**src/common/sfbc_map.vh**
```
`ifndef SFBC_MAP_VH
`define SFBC_MAP_VH
// instruction codes
`define SFBC_CMD_UNLOCK     8'h06
`define SFBC_CMD_LOCK       8'h04
`define SFBC_CMD_READ_STAT  8'h05
`define SFBC_CMD_STORE_STAT 8'h01
`define SFBC_CMD_PAGE_PROG  8'h02
`define SFBC_CMD_TWO_PROG   8'hA2
`define SFBC_CMD_OTP_PROG   8'h42
`define SFBC_CMD_WIPE_SMALL 8'h20
`define SFBC_CMD_WIPE_LARGE 8'hD8
`define SFBC_CMD_WIPE_ALL   8'hC7
`define SFBC_CMD_SLEEP      8'hB9
`define SFBC_CMD_WAKE       8'hAB
// internal cycle kinds
`define SFBC_OP_NONE        3'h0
`define SFBC_OP_PROG        3'h1
`define SFBC_OP_TWO_PROG    3'h2
`define SFBC_OP_OTP         3'h3
`define SFBC_OP_STAT        3'h4
`define SFBC_OP_WIPE_SMALL  3'h5
`define SFBC_OP_WIPE_LARGE  3'h6
`define SFBC_OP_WIPE_ALL    3'h7
// status field positions
`define SFBC_ST_BUSY        0
`define SFBC_ST_UNLOCK      1
`define SFBC_ST_BP_LO       2
`define SFBC_ST_BP_HI       4
`define SFBC_ST_GUARD       7
`define SFBC_STAT_RESET     8'h00
// timing counts in clk_i cycles
`define SFBC_PROG_CYCLES    16'd0500
`define SFBC_STAT_CYCLES    16'd0200
`define SFBC_WIPE_CYCLES    16'd2000
`define SFBC_PAGE_BYTES     9'd256
`endif

```
**src/hw/sfbc_sync.v**
```verilog
`timescale 1ns/10ps
// two flip-flop synchroniser for a bus of pin levels
module sfbc_sync #(
  parameter WIDTH = 1
) (
  input  wire             clk_i,
  input  wire             reset_i,
  input  wire [WIDTH-1:0] async_i,
  output reg  [WIDTH-1:0] sync_o
);
  reg [WIDTH-1:0] meta;

  always @(posedge clk_i) begin
    if (reset_i) begin
      meta   <= {WIDTH{1'b0}};
      sync_o <= {WIDTH{1'b0}};
    end else begin
      meta   <= async_i;
      sync_o <= meta;
    end
  end
endmodule // sfbc_sync

```
**src/hw/sfbc_ctrl.v**
```verilog
`timescale 1ns/10ps
`include "sfbc_map.vh"

// How it works
// - chip select high deselects and tri-states the output line
// - after deselect stay active until internal cycle ends, then standby
// - chip select low selects the device and makes it active
// - no instruction accepted before first chip select falling edge
// - pause tri-states output and ignores clock and input
// - write-guard pin low with status guard bit 7 set freezes the three protect size bits
// - input sampled on rising clock, output changed on falling clock
// - unlock, then four-byte page program plus data starts program cycle
// - page program takes up to 256 bytes in one page, clears bits
// - two-pin program takes two bits per clock, up to 256 bytes
// - target bytes must be erased to all ones first
// - small, large and whole-array wipe each start an erase cycle
// - busy flag reported throughout every internal cycle
// - sleep instruction enters deep power-down until wake instruction
// - in deep power-down write, program and erase are ignored
// - output line is sampled as input during two-pin program
// - modifying commands need the unlock latch; completion clears it
module sfbc_ctrl (
  input  wire        clk_i,
  input  wire        reset_i,
  input  wire        chip_sel_n_i,
  input  wire        serial_clk_i,
  input  wire        serial_in_pin_i,
  input  wire        serial_out_pin_i,
  input  wire        hold_n_i,
  input  wire        write_guard_n_i,
  output reg         serial_out_pin_o,
  output reg         serial_out_pin_oe_n_o,
  output reg         active_power_o,
  output reg         deep_sleep_o,
  output reg         cycle_active_flag_o,
  output reg         write_unlock_latch_o,
  output reg  [2:0]  protect_size_o,
  output reg  [2:0]  op_kind_o,
  output reg  [23:0] op_addr_o,
  output reg  [7:0]  prog_data_o,
  output reg         prog_data_valid_o
);
  // ------------------------------------------------------------
  // pin synchronisers
  // ------------------------------------------------------------
  wire [5:0] pins_s;
  wire       cs_n_s   = pins_s[0];
  wire       sck_s    = pins_s[1];
  wire       din_s    = pins_s[2];
  wire       dio_s    = pins_s[3];
  wire       hold_n_s = pins_s[4];
  wire       guard_s  = pins_s[5];

  sfbc_sync #(.WIDTH(6)) u_sync (
    .clk_i   (clk_i),
    .reset_i (reset_i),
    .async_i ({write_guard_n_i, hold_n_i, serial_out_pin_i,
               serial_in_pin_i, serial_clk_i, chip_sel_n_i}),
    .sync_o  (pins_s)
  );

  // ------------------------------------------------------------
  // edge detection
  // ------------------------------------------------------------
  reg  sck_d;
  reg  cs_n_d;
  reg  armed;
  reg  paused;
  reg  read_live;
  wire cs_fall  = cs_n_d & ~cs_n_s;
  wire cs_rise  = ~cs_n_d & cs_n_s;
  wire sck_rise = ~sck_d & sck_s & ~paused;
  wire sck_fall = sck_d & ~sck_s & ~paused;

  // ------------------------------------------------------------
  // shifting state
  // ------------------------------------------------------------
  localparam PH_CMD  = 2'd0;
  localparam PH_ADDR = 2'd1;
  localparam PH_DATA = 2'd2;
  localparam PH_IDLE = 2'd3;

  reg [1:0]  phase;
  reg [7:0]  shreg;
  reg [2:0]  bitcnt;
  reg [7:0]  cmd;
  reg [1:0]  addr_bytes;
  reg [23:0] addr;
  reg [8:0]  nbytes;
  reg        byte_seen;
  reg [7:0]  status_q;
  reg [7:0]  out_sh;
  reg [15:0] busy_cnt;
  reg [2:0]  pend_op;
  reg [7:0]  new_stat;

  wire two_pin = (cmd == `SFBC_CMD_TWO_PROG) && (phase == PH_DATA);
  wire [7:0] next_shreg = two_pin ? {shreg[5:0], dio_s, din_s}
                                  : {shreg[6:0], din_s};
  wire byte_done = two_pin ? (bitcnt[1:0] == 2'd3) : (bitcnt == 3'd7);
  wire busy = cycle_active_flag_o;

  // a modifying command may run only when unlocked, idle and awake
  function allow;
    input unl;
    input bsy;
    input slp;
    begin
      allow = unl & ~bsy & ~slp;
    end
  endfunction

  function [2:0] op_of;
    input [7:0] c;
    begin
      case (c)
        `SFBC_CMD_PAGE_PROG:  op_of = `SFBC_OP_PROG;
        `SFBC_CMD_TWO_PROG:   op_of = `SFBC_OP_TWO_PROG;
        `SFBC_CMD_OTP_PROG:   op_of = `SFBC_OP_OTP;
        `SFBC_CMD_STORE_STAT: op_of = `SFBC_OP_STAT;
        `SFBC_CMD_WIPE_SMALL: op_of = `SFBC_OP_WIPE_SMALL;
        `SFBC_CMD_WIPE_LARGE: op_of = `SFBC_OP_WIPE_LARGE;
        `SFBC_CMD_WIPE_ALL:   op_of = `SFBC_OP_WIPE_ALL;
        default:              op_of = `SFBC_OP_NONE;
      endcase
    end
  endfunction

  function [15:0] len_of;
    input [2:0] op;
    begin
      case (op)
        `SFBC_OP_STAT:                     len_of = `SFBC_STAT_CYCLES;
        `SFBC_OP_PROG, `SFBC_OP_TWO_PROG,
        `SFBC_OP_OTP:                      len_of = `SFBC_PROG_CYCLES;
        default:                           len_of = `SFBC_WIPE_CYCLES;
      endcase
    end
  endfunction

  wire [2:0] cmd_op = op_of(cmd);

  // ------------------------------------------------------------
  // main sequencer
  // ------------------------------------------------------------
  always @(posedge clk_i) begin
    if (reset_i) begin
      sck_d                 <= 1'b0;
      // same level as the synchroniser's reset: no false select edge
      cs_n_d                <= 1'b0;
      armed                 <= 1'b0;
      paused                <= 1'b0;
      read_live             <= 1'b0;
      phase                 <= PH_IDLE;
      shreg                 <= 8'h00;
      bitcnt                <= 3'd0;
      cmd                   <= 8'h00;
      addr_bytes            <= 2'd0;
      addr                  <= 24'h00_0000;
      nbytes                <= 9'd0;
      byte_seen             <= 1'b0;
      status_q              <= `SFBC_STAT_RESET;
      new_stat              <= 8'h00;
      out_sh                <= 8'h00;
      busy_cnt              <= 16'd0;
      pend_op               <= `SFBC_OP_NONE;
      serial_out_pin_o      <= 1'b0;
      serial_out_pin_oe_n_o <= 1'b1;
      active_power_o        <= 1'b0;
      deep_sleep_o          <= 1'b0;
      cycle_active_flag_o   <= 1'b0;
      write_unlock_latch_o  <= 1'b0;
      protect_size_o        <= 3'd0;
      op_kind_o             <= `SFBC_OP_NONE;
      op_addr_o             <= 24'h00_0000;
      prog_data_o           <= 8'h00;
      prog_data_valid_o     <= 1'b0;
    end else begin
      cs_n_d            <= cs_n_s;
      prog_data_valid_o <= 1'b0;
      active_power_o    <= ~cs_n_s | busy;
      protect_size_o    <= status_q[`SFBC_ST_BP_HI:`SFBC_ST_BP_LO];
      if (!paused)
        sck_d <= sck_s;
      // pause only while selected; clock edges skipped meanwhile
      if (cs_n_s)
        paused <= 1'b0;
      else if (sck_s == 1'b0 || paused)
        paused <= ~hold_n_s;
      // internal cycle countdown
      if (busy) begin
        if (busy_cnt == 16'd1) begin
          cycle_active_flag_o  <= 1'b0;
          write_unlock_latch_o <= 1'b0;
          op_kind_o            <= `SFBC_OP_NONE;
          if (pend_op == `SFBC_OP_STAT &&
              !(guard_s == 1'b0 && status_q[`SFBC_ST_GUARD]))
            status_q <= {new_stat[7:2], 2'b00};
        end
        busy_cnt <= busy_cnt - 16'd1;
      end
      status_q[`SFBC_ST_BUSY]   <= busy;
      status_q[`SFBC_ST_UNLOCK] <= write_unlock_latch_o;
      if (cs_fall) begin
        armed  <= 1'b1;
        phase  <= PH_CMD;
        bitcnt <= 3'd0;
      end
      if (cs_n_s) begin
        serial_out_pin_oe_n_o <= 1'b1;
        read_live             <= 1'b0;
        if (!cs_fall)
          phase <= PH_IDLE;
      end else if (paused) begin
        serial_out_pin_oe_n_o <= 1'b1;
      end else if (sck_fall && cmd == `SFBC_CMD_READ_STAT &&
                   phase == PH_DATA) begin
        serial_out_pin_o      <= out_sh[7];
        out_sh                <= {out_sh[6:0], out_sh[7]};
        serial_out_pin_oe_n_o <= 1'b0;
        read_live             <= 1'b1;
      end else if (read_live) begin
        serial_out_pin_oe_n_o <= 1'b0;
      end
      if (sck_rise && !cs_n_s && armed && phase != PH_IDLE) begin
        shreg  <= next_shreg;
        bitcnt <= two_pin ? bitcnt + 3'd1 + {2'b00, byte_done} : bitcnt + 3'd1;
        if (byte_done) begin
          bitcnt <= 3'd0;
          case (phase)
            PH_CMD: begin
              cmd       <= next_shreg;
              nbytes    <= 9'd0;
              byte_seen <= 1'b0;
              out_sh    <= {status_q[7:1], busy};
              if (deep_sleep_o && next_shreg != `SFBC_CMD_WAKE)
                phase <= PH_IDLE;
              else if (next_shreg == `SFBC_CMD_STORE_STAT ||
                       next_shreg == `SFBC_CMD_READ_STAT)
                phase <= PH_DATA;
              else if (op_of(next_shreg) != `SFBC_OP_NONE &&
                       next_shreg != `SFBC_CMD_WIPE_ALL) begin
                phase      <= PH_ADDR;
                addr_bytes <= 2'd0;
              end else
                phase <= PH_DATA;
            end
            PH_ADDR: begin
              addr       <= {addr[15:0], next_shreg};
              addr_bytes <= addr_bytes + 2'd1;
              if (addr_bytes == 2'd2)
                phase <= PH_DATA;
            end
            PH_DATA: begin
              byte_seen <= 1'b1;
              if (cmd == `SFBC_CMD_STORE_STAT)
                new_stat <= next_shreg;
              if ((cmd_op == `SFBC_OP_PROG || cmd_op == `SFBC_OP_TWO_PROG ||
                   cmd_op == `SFBC_OP_OTP) &&
                  allow(write_unlock_latch_o, busy, deep_sleep_o)) begin
                prog_data_o       <= next_shreg;
                prog_data_valid_o <= 1'b1;
                op_addr_o         <= {addr[23:8], addr[7:0] + nbytes[7:0]};
                if (nbytes != `SFBC_PAGE_BYTES)
                  nbytes <= nbytes + 9'd1;
              end
            end
            default: phase <= PH_IDLE;
          endcase
        end
      end
      // instruction executes at chip select rise on a byte boundary
      if (cs_rise && bitcnt == 3'd0 && !paused &&
          (phase == PH_DATA || phase == PH_ADDR)) begin
        if (deep_sleep_o) begin
          if (cmd == `SFBC_CMD_WAKE)
            deep_sleep_o <= 1'b0;
        end else if (cmd == `SFBC_CMD_SLEEP && !busy) begin
          deep_sleep_o <= 1'b1;
        end else if (cmd == `SFBC_CMD_UNLOCK && !busy) begin
          write_unlock_latch_o <= 1'b1;
        end else if (cmd == `SFBC_CMD_LOCK && !busy) begin
          write_unlock_latch_o <= 1'b0;
        end else if (cmd_op != `SFBC_OP_NONE && phase == PH_DATA &&
                     allow(write_unlock_latch_o, busy, deep_sleep_o) &&
                     (byte_seen || cmd_op >= `SFBC_OP_WIPE_SMALL)) begin
          cycle_active_flag_o <= 1'b1;
          pend_op             <= cmd_op;
          op_kind_o           <= cmd_op;
          busy_cnt            <= len_of(cmd_op);
          if (cmd_op >= `SFBC_OP_WIPE_SMALL)
            op_addr_o <= addr;
        end
      end
    end
  end
endmodule // sfbc_ctrl

```
**config.mk**
```make
export PLATFORM = sky130hd
export DESIGN_NAME = sfbc_ctrl
export DESIGN_NICKNAME = d
export VERILOG_FILES = /design/src/hw/sfbc_sync.v /design/src/hw/sfbc_ctrl.v
export VERILOG_INCLUDE_DIRS = /design/src /design/src/common
export SDC_FILE = /design/constraint.sdc
export NUM_CORES = 1
export LEC_CHECK = 0
export ABC_AREA = 1
export BUFFER_PORTS_ARGS = -buffer_cell sky130_fd_sc_hd__buf_2
export CORE_UTILIZATION = 35
export DETAILED_ROUTE_END_ITERATION = 16
export PLACE_DENSITY = 0.55
export REMOVE_ABC_BUFFERS = 1
export SYNTH_ARGS = -nofsm -noshare
export SYNTH_HDL_FRONTEND = slang
export SYNTH_SLANG_ARGS = --single-unit
```
**constraint.sdc**
```tcl
create_clock -name clk_i -period 2.5 [get_ports clk_i]
set_clock_uncertainty 0.1 [all_clocks]
set_input_delay 0.25 -clock clk_i [delete_from_list [all_inputs] [get_ports clk_i]]
set_output_delay 0.25 -clock clk_i [all_outputs]
set_load 0.1 [all_outputs]
```
==> key figures, run 1 <==
Global route
  – GR Layer Usage met2: 0.273
  – Most Crowded Layer GR: met2
  – First-pass GRT wire length: 30000 um
  – Initial antenna violation count: 0
  – GR Util met3: 0.0338
  – Congestion Overflow GR: 0
  – Total track usage: 0.175
  – Met1 GRT Util: 0.240
  – Largest net degree at the start of global routing: 62
  – Vias in the first global route: 5959

Pwr
  – Seq pwr share: 0.463
  – Clock power share: 0.514
  – Worst vdd ir: 0.529 mV
  – P per Cell Area: 624 nW/um^2
  – Sw Ratio: 0.218
  – Gate power share: 0.023
  – Power, Total: 5480 uW
  – Internal power: 4290 uW
  – NetSw: 1190 uW
  – Pleak: 0.00380 uW

Worst setup path
  – CP required: 2700 ps
  – Top Family by Delay on Critical Path: simple AND/OR/NAND/NOR gates
  – Element type at the critical path end: register
  – CP cell instances: inv_1 -> ha_1 -> nand2_1 -> nor3b_2 -> and2_4 -> inv_2 -> nor2_2 -> inv_1 -> nor2_4 -> nand3_2 -> nand2_2 -> buf_4 -> o21ai_0
  – Worst-path maximum fanout: 8
  – Startpoint Class: register
  – WS Path Type: reg -> reg
  – WP buf/inv: 4
  – Critical path's slowest cell: dfxtp_1
  – Worst path max stage delay: 360 ps
  – Most frequent CP cell: inv_1
  – Arr. time, crit path: 2480 ps

Cells and area
  – Ratio of cells with drive above 1 in the final layout: 0.173
  – Area grow syn2layout: 20.4%
  – Number of fill cells: 2115
  – Util after Layout: 0.433
  – Design area: 8780 um^2
  – Commonest non-fill, non-tap cells in the layout: 169 x nand2_1, 158 x dfxtp_1, 128 x inv_1
  – Most common cell after layout, fill and taps aside: nand2_1
  – ANT cells: 0
  – Nets: 1073

Drt
  – Detailed Route Iter0 Violations: 414
  – Post-route ant nets: 0
  – DRC: 0
  – Via density per instance: 4.78
  – Vias: 6340
  – Detailed Routing Iterations Pass 1: 4
  – Post-Route WL: 17800 um
  – Post-DR wirelength/cell: 13.4 um

Clocking
  – Total CTS buffers: 17
  – CTS root buf: clkbuf_16
  – Maximum clock path buffer count: 2
  – # H-tree levels: 4
  – # clock sinks: 158
  – CTS clock-pin slew for the worst setup and hold paths: 60 ps
  – Clk_lat worst skew: 430 ps
  – TritonCTS clock tree: built

Status
  – Status: finished clean

Synthesis
  – Post-synth EDFFs: 0
  – Sequential-to-total area share from yosys stat: 0.434
  – Yosys warnings: 0
  – Post-synth top flop: dfxtp_1
  – Yosys reg bits: 158
  – Post-synthesis area per instance: 7.53 um^2
  – Ys async rst share: 0
  – Unique masters post-synth: 50
  – Cells after Synth: 969
  – Synthesized area: 7290 um^2

STA
  – Final Hold Vio Count: 0
  – WHS: 255 ps
  – Relative slew slack: 0.509
  – Slew Limit Fails: 0
  – Fmax: 0.439 GHz
  – Endpoints failing setup: 0
  – Final TNS setup: 0 ps
  – Tcrit/Tclk final: 0.911
  – Worst slew pin tran: 733 ps
  – Fin crit period: 2280 ps

Place
  – Placed Area: 7950 um^2
  – GPL Wtd Cong: 0.837
  – IO buf count: 52
  – Final HPWL DP: 12700 um

Floorplanning
  – Core Region: 20300 um^2
  – Die area: 21400 um^2
  – Io pins: 53
  – DIE WIDTH: 146 um
  – Die Height: 146 um
  – Initial Util: 0.359
  – Row cnt: 52

Flow run
  – Max Cap Viol: 0

Min path
  – Worst hold path class: in -> reg
==> repair_timing <==
| action | CTS | global route |
|---|---|---|
| setup buffers | 0 | 5 |
| hold buffers | 6 | 0 |
| resized for setup | 0 | 17 |
| endpoints found under the setup margin | 0 | 63 |
| endpoints found under the hold margin | 6 | 0 |
==> logic make-up (layout without fill, tap and decap cells) <==
kind of cell               Yosys count  after routing  synth area share
AOI/OAI and AO/OA                  228            228             0.182
xor gates and xnor gates            17             17            0.0204
adders and majority gates           21             21            0.0371
buffers and inverters              176            264            0.0966
DFF                                158            158             0.434
and+or+nand+nor                    369            369             0.231
==> worst reg2reg max path, cell delays in order (launching register included) <==
cell,delay [ps]
dfxtp_1,360
inv_1,80
ha_1,290
nand2_1,60
nor3b_2,150
and2_4,160
inv_2,50
nor2_2,90
inv_1,70
nor2_4,170
nand3_2,150
nand2_2,130
buf_4,180
o21ai_0,110
==> sequential cells by signal, indices dropped and copies added, names as in the netlist, 7 cells and up <==
register / count
shreg: 7
prog_data_o: 8
addr: 24
cmd: 8
status_q: 7
out_sh: 8
op_addr_o: 24
nbytes: 9
busy_cnt: 16
==> cell type report <==
class | count | area [um^2] | share of cell area
Sequential cell | 158 | 3160 | 0.360
Clock inverter | 14 | 204 | 0.0232
Clock buffer | 18 | 439 | 0.0500
Tap cell | 270 | 338 | 0.0385
Timing Repair Buffer | 91 | 634 | 0.0723
Multi-Input combinational cell | 635 | 3470 | 0.395
Inverter | 141 | 534 | 0.0609
==> stage by stage <==
stage               instances  setup slack, ps
floorplan                 934             -454
global placement         1284             69.3
detailed placement       1284             52.3
CTS                      1322             12.2
global route             1327           -0.323
finish                   1327              224
==> synth_stat cells (12+ instances only) <==
library cell	n	area share
a21oi_2	12	0.014
o21ai_1	14	0.0096
nor3_1	14	0.0096
nand2_1	172	0.089
inv_1	129	0.066
nand3_1	42	0.029
a21oi_1	88	0.060
clkbuf_1	20	0.010
nand4_1	13	0.011
nor2_1	86	0.044
ha_1	20	0.034
dfxtp_1	158	0.43
o21ai_0	75	0.051
==> per-layer routing <==
metal	vias to the layer above	wire length, um
li1	3323	-
met1	2878	8920
met2	121	7870
met3	18	684
met4	0	285
met5	-	0
==> path summary, 6_finish.rpt <==
kind,start,to,slack (ps),cells after the start
max,phase[0],op_kind_o[0],220,13
min,reset_i,busy_cnt[5],260,4
min reg2reg,u_sync.sync_o[4],paused,300,1
max reg2reg,phase[0],op_kind_o[0],220,13
==> power by group through the flow <==
stage	logic (uW)	clock network (uW)	registers, uW
after floorplan	56.1	0	2600
after global placement	116	0	2590
after detailed placement	116	0	2600
after CTS	123	2890	2540
after global routing	140	3000	2540
final	124	2820	2540
No activity file was read; power rests on OpenSTA's default activity.
==> inputs of run 2 (changes only) <==
- clock period: 2.5 -> 2.2 ns (I/O delays scaled with it)
==> run 2 against run 1 <==
Compared with the run above:
- the run now ends with setup timing left
- routed wire length up 8.8%
- die area did not move
- sequential share of layout area decreased by 4.8 points
- maximum frequency increased by 2.6%
- non-clock buffer count increased by 106
- critical path type unchanged
- largest power group unchanged
==> key figures, run 2 (same netlist as run 1, synthesis figures left out) <==
Status
  – Status: finished, violations left (was finished clean)
  – Failing checks: setup timing

Global route
  – Initial antenna violation count: 0 (unchanged)
  – Largest net degree at the start of global routing: 43 (was 62)
  – Congestion Overflow GR: 0 (unchanged)
  – Vias in the first global route: 6163 (was 5959)
  – Total track usage: 0.181 (was 0.175)
  – First-pass GRT wire length: 31000 um (was 30000 um)

STA
  – Unrepaired setup endpoints after global routing: true
  – Relative slew slack: 0.647 (was 0.509)
  – Final Hold Vio Count: 0 (unchanged)
  – Fin crit period: 2220 ps (was 2280 ps)
  – Worst slew pin tran: 530 ps (was 733 ps)
  – Slew Limit Fails: 0 (unchanged)
  – Final worst slack: -18.7 ps (was 224 ps)
  – Final TNS setup: -129 ps (was 0 ps)
  – Fmax: 0.451 GHz (was 0.439 GHz)
  – Tcrit/Tclk final: 1.01 (was 0.911)
  – Endpoints failing setup: 12 (was 0)

Floorplanning
  – Core Region: 20300 um^2 (unchanged)
  – DIE WIDTH: 146 um (unchanged)
  – Die area: 21400 um^2 (unchanged)
  – Io pins: 53 (unchanged)
  – Initial Util: 0.359 (unchanged)
  – Die Height: 146 um (unchanged)
  – Row cnt: 52 (unchanged)

Worst setup path
  – Worst-path maximum fanout: 6 (was 8)
  – Reg2reg end: op_addr_o[11] (was op_kind_o[0])
  – R2r setup slk: -20 ps (was 220 ps)
  – WS Path Type: reg -> reg (unchanged)
  – CP required: 2420 ps (was 2700 ps)
  – CP cell instances: inv_4 -> ha_4 -> nand2_2 -> nor3b_2 -> and2_4 -> inv_4 -> nor2_4 -> inv_2 -> nor2_4 -> nand3_4 -> nand2_8 -> buf_12 -> buf_16 -> a21oi_2 (was inv_1 -> ha_1 -> nand2_1 -> nor3b_2 -> and2_4 -> inv_2 -> nor2_2 -> inv_1 -> nor2_4 -> nand3_2 -> nand2_2 -> buf_4 -> o21ai_0)
  – Element type at the critical path end: register (unchanged)
  – Startpoint Class: register (unchanged)
  – Arr. time, crit path: 2440 ps (was 2480 ps)
  – Critical path's slowest cell: dfxtp_2 (was dfxtp_1)
  – R2R cell count: 14 (was 13)
  – Worst r2r src: phase[0] (unchanged)
  – Worst path max stage delay: 360 ps (about the same)

Cells and area
  – Ratio of cells with drive above 1 in the final layout: 0.334 (was 0.173)
  – ANT cells: 0 (unchanged)
  – Nets: 1180 (was 1073)
  – Most common cell after layout, fill and taps aside: dfxtp_1 (was nand2_1)
  – Area grow syn2layout: 39.7% (was 20.4%)
  – Commonest non-fill, non-tap cells in the layout: 147 x dfxtp_1, 138 x nand2_1, 117 x inv_1 (was 169 x nand2_1, 158 x dfxtp_1, 128 x inv_1)
  – Number of fill cells: 1972 (was 2115)
  – Top Registers: addr x24, op_addr_o x24, busy_cnt x16 (unchanged)

Drt
  – Post-route ant nets: 0 (unchanged)
  – DRC: 0 (unchanged)
  – Post-Route WL: 19300 um (was 17800 um)
  – Vias: 6810 (was 6340)
  – Via density per instance: 4.75 (was 4.78)
  – Detailed Route Iter0 Violations: 304 (was 414)
  – Post-DR wirelength/cell: 13.5 um (was 13.4 um)
  – Detailed Routing Iterations Pass 1: 4 (unchanged)

Clocking
  – CTS clock-pin slew for the worst setup and hold paths: 70 ps (was 60 ps)
  – Clk_lat worst skew: 430 ps (about the same)
  – CTS root buf: clkbuf_16 (unchanged)
  – Maximum clock path buffer count: 2 (unchanged)
  – # H-tree levels: 4 (unchanged)
  – Total CTS buffers: 17 (unchanged)
  – TritonCTS clock tree: built (unchanged)
  – # clock sinks: 158 (unchanged)

Place
  – Final HPWL DP: 13300 um (was 12700 um)
  – GPL Wtd Cong: 0.814 (was 0.837)
  – IO buf count: 52 (unchanged)

Min path
  – Worst hold path class: in -> reg (unchanged)
  – Hold path depth: 4 (unchanged)
  – Hold wc startpoint: reset_i (unchanged)
  – Hold Path Sink: busy_cnt[6] (was busy_cnt[5])

Pwr
  – P per Cell Area: 603 nW/um^2 (was 624 nW/um^2)
  – Pleak: 0.00440 uW (was 0.00380 uW)
  – Worst vdd ir: 0.445 mV (was 0.529 mV)
  – Power, Total: 6140 uW (was 5480 uW)

Flow run
  – Max Cap Viol: 0 (unchanged)
==> run 2: final cells by class <==
class | count | area (um^2) | share of cell area
tap | 270 | 338 | 0.0332
multi-input combinational | 636 | 3920 | 0.384
sequential | 158 | 3180 | 0.312
clock buffer | 18 | 439 | 0.0431
inverter | 141 | 552 | 0.0542
clock inverter | 14 | 168 | 0.0165
timing repair buffer | 197 | 1600 | 0.157
==> run 2: how the worst max path moves through the flow <==
stage	from	slack (ps)	endpoint
floorplan	write_unlock_latch_o	-750	op_addr_o[10]
global placement	phase[1]	-100	op_kind_o[1]
detailed placement	phase[1]	-180	op_kind_o[1]
CTS	cmd[4]	5	phase[1]
global route	cmd[3]	-150	addr_bytes[1]
finish	phase[0]	-20	op_addr_o[11]
==> run 2: what timing repair did <==
action,in CTS,in global routing
pin swaps,10,47
endpoints found under the hold margin,6,0
cloned,2,2
gates resized for setup,22,158
hold buffers,6,0
setup endpoints to repair,62,85
buffers inserted,8,32
==> run 2: per-layer routing <==
metal / vias up / track usage / wire [um]
li1: 3553 / - / -
met1: 3132 / 0.247 / 9580
met2: 94 / 0.283 / 8770
met3: 31 / 0.0347 / 603
met4: 0 / 0.0677 / 371
met5: - / 0 / 0
==> run 2: power by group <==
group / switching, uW / internal, uW
logic: 118 / 68.6
registers: 9.18 / 2870
clock network: 1330 / 1740
==> run 2: through the flow <==
stage               std cells  area, um^2  setup slack [ps]  hold slack, ps  utilization
finish                   1434       10200             -18.7             151        0.502
global route             1434       10200              -152             174        0.502
CTS                      1401        9350              5.48             115        0.460
detailed placement       1353        8510              -175             290        0.419
global placement         1353        8510              -104             281        0.419
floorplan                 934        7120              -754             189            -
==> run 2: worst max-delay path: cells and delay by family, from the launching register on <==
| kind | cells | cell delay, ps |
|---|---|---|
| and+or+nand+nor | 7 | 970 |
| buffers and inverters | 5 | 380 |
| DFF | 1 | 360 |
| adders and majority gates | 1 | 250 |
| AOI/OAI and AO/OA | 1 | 50 |
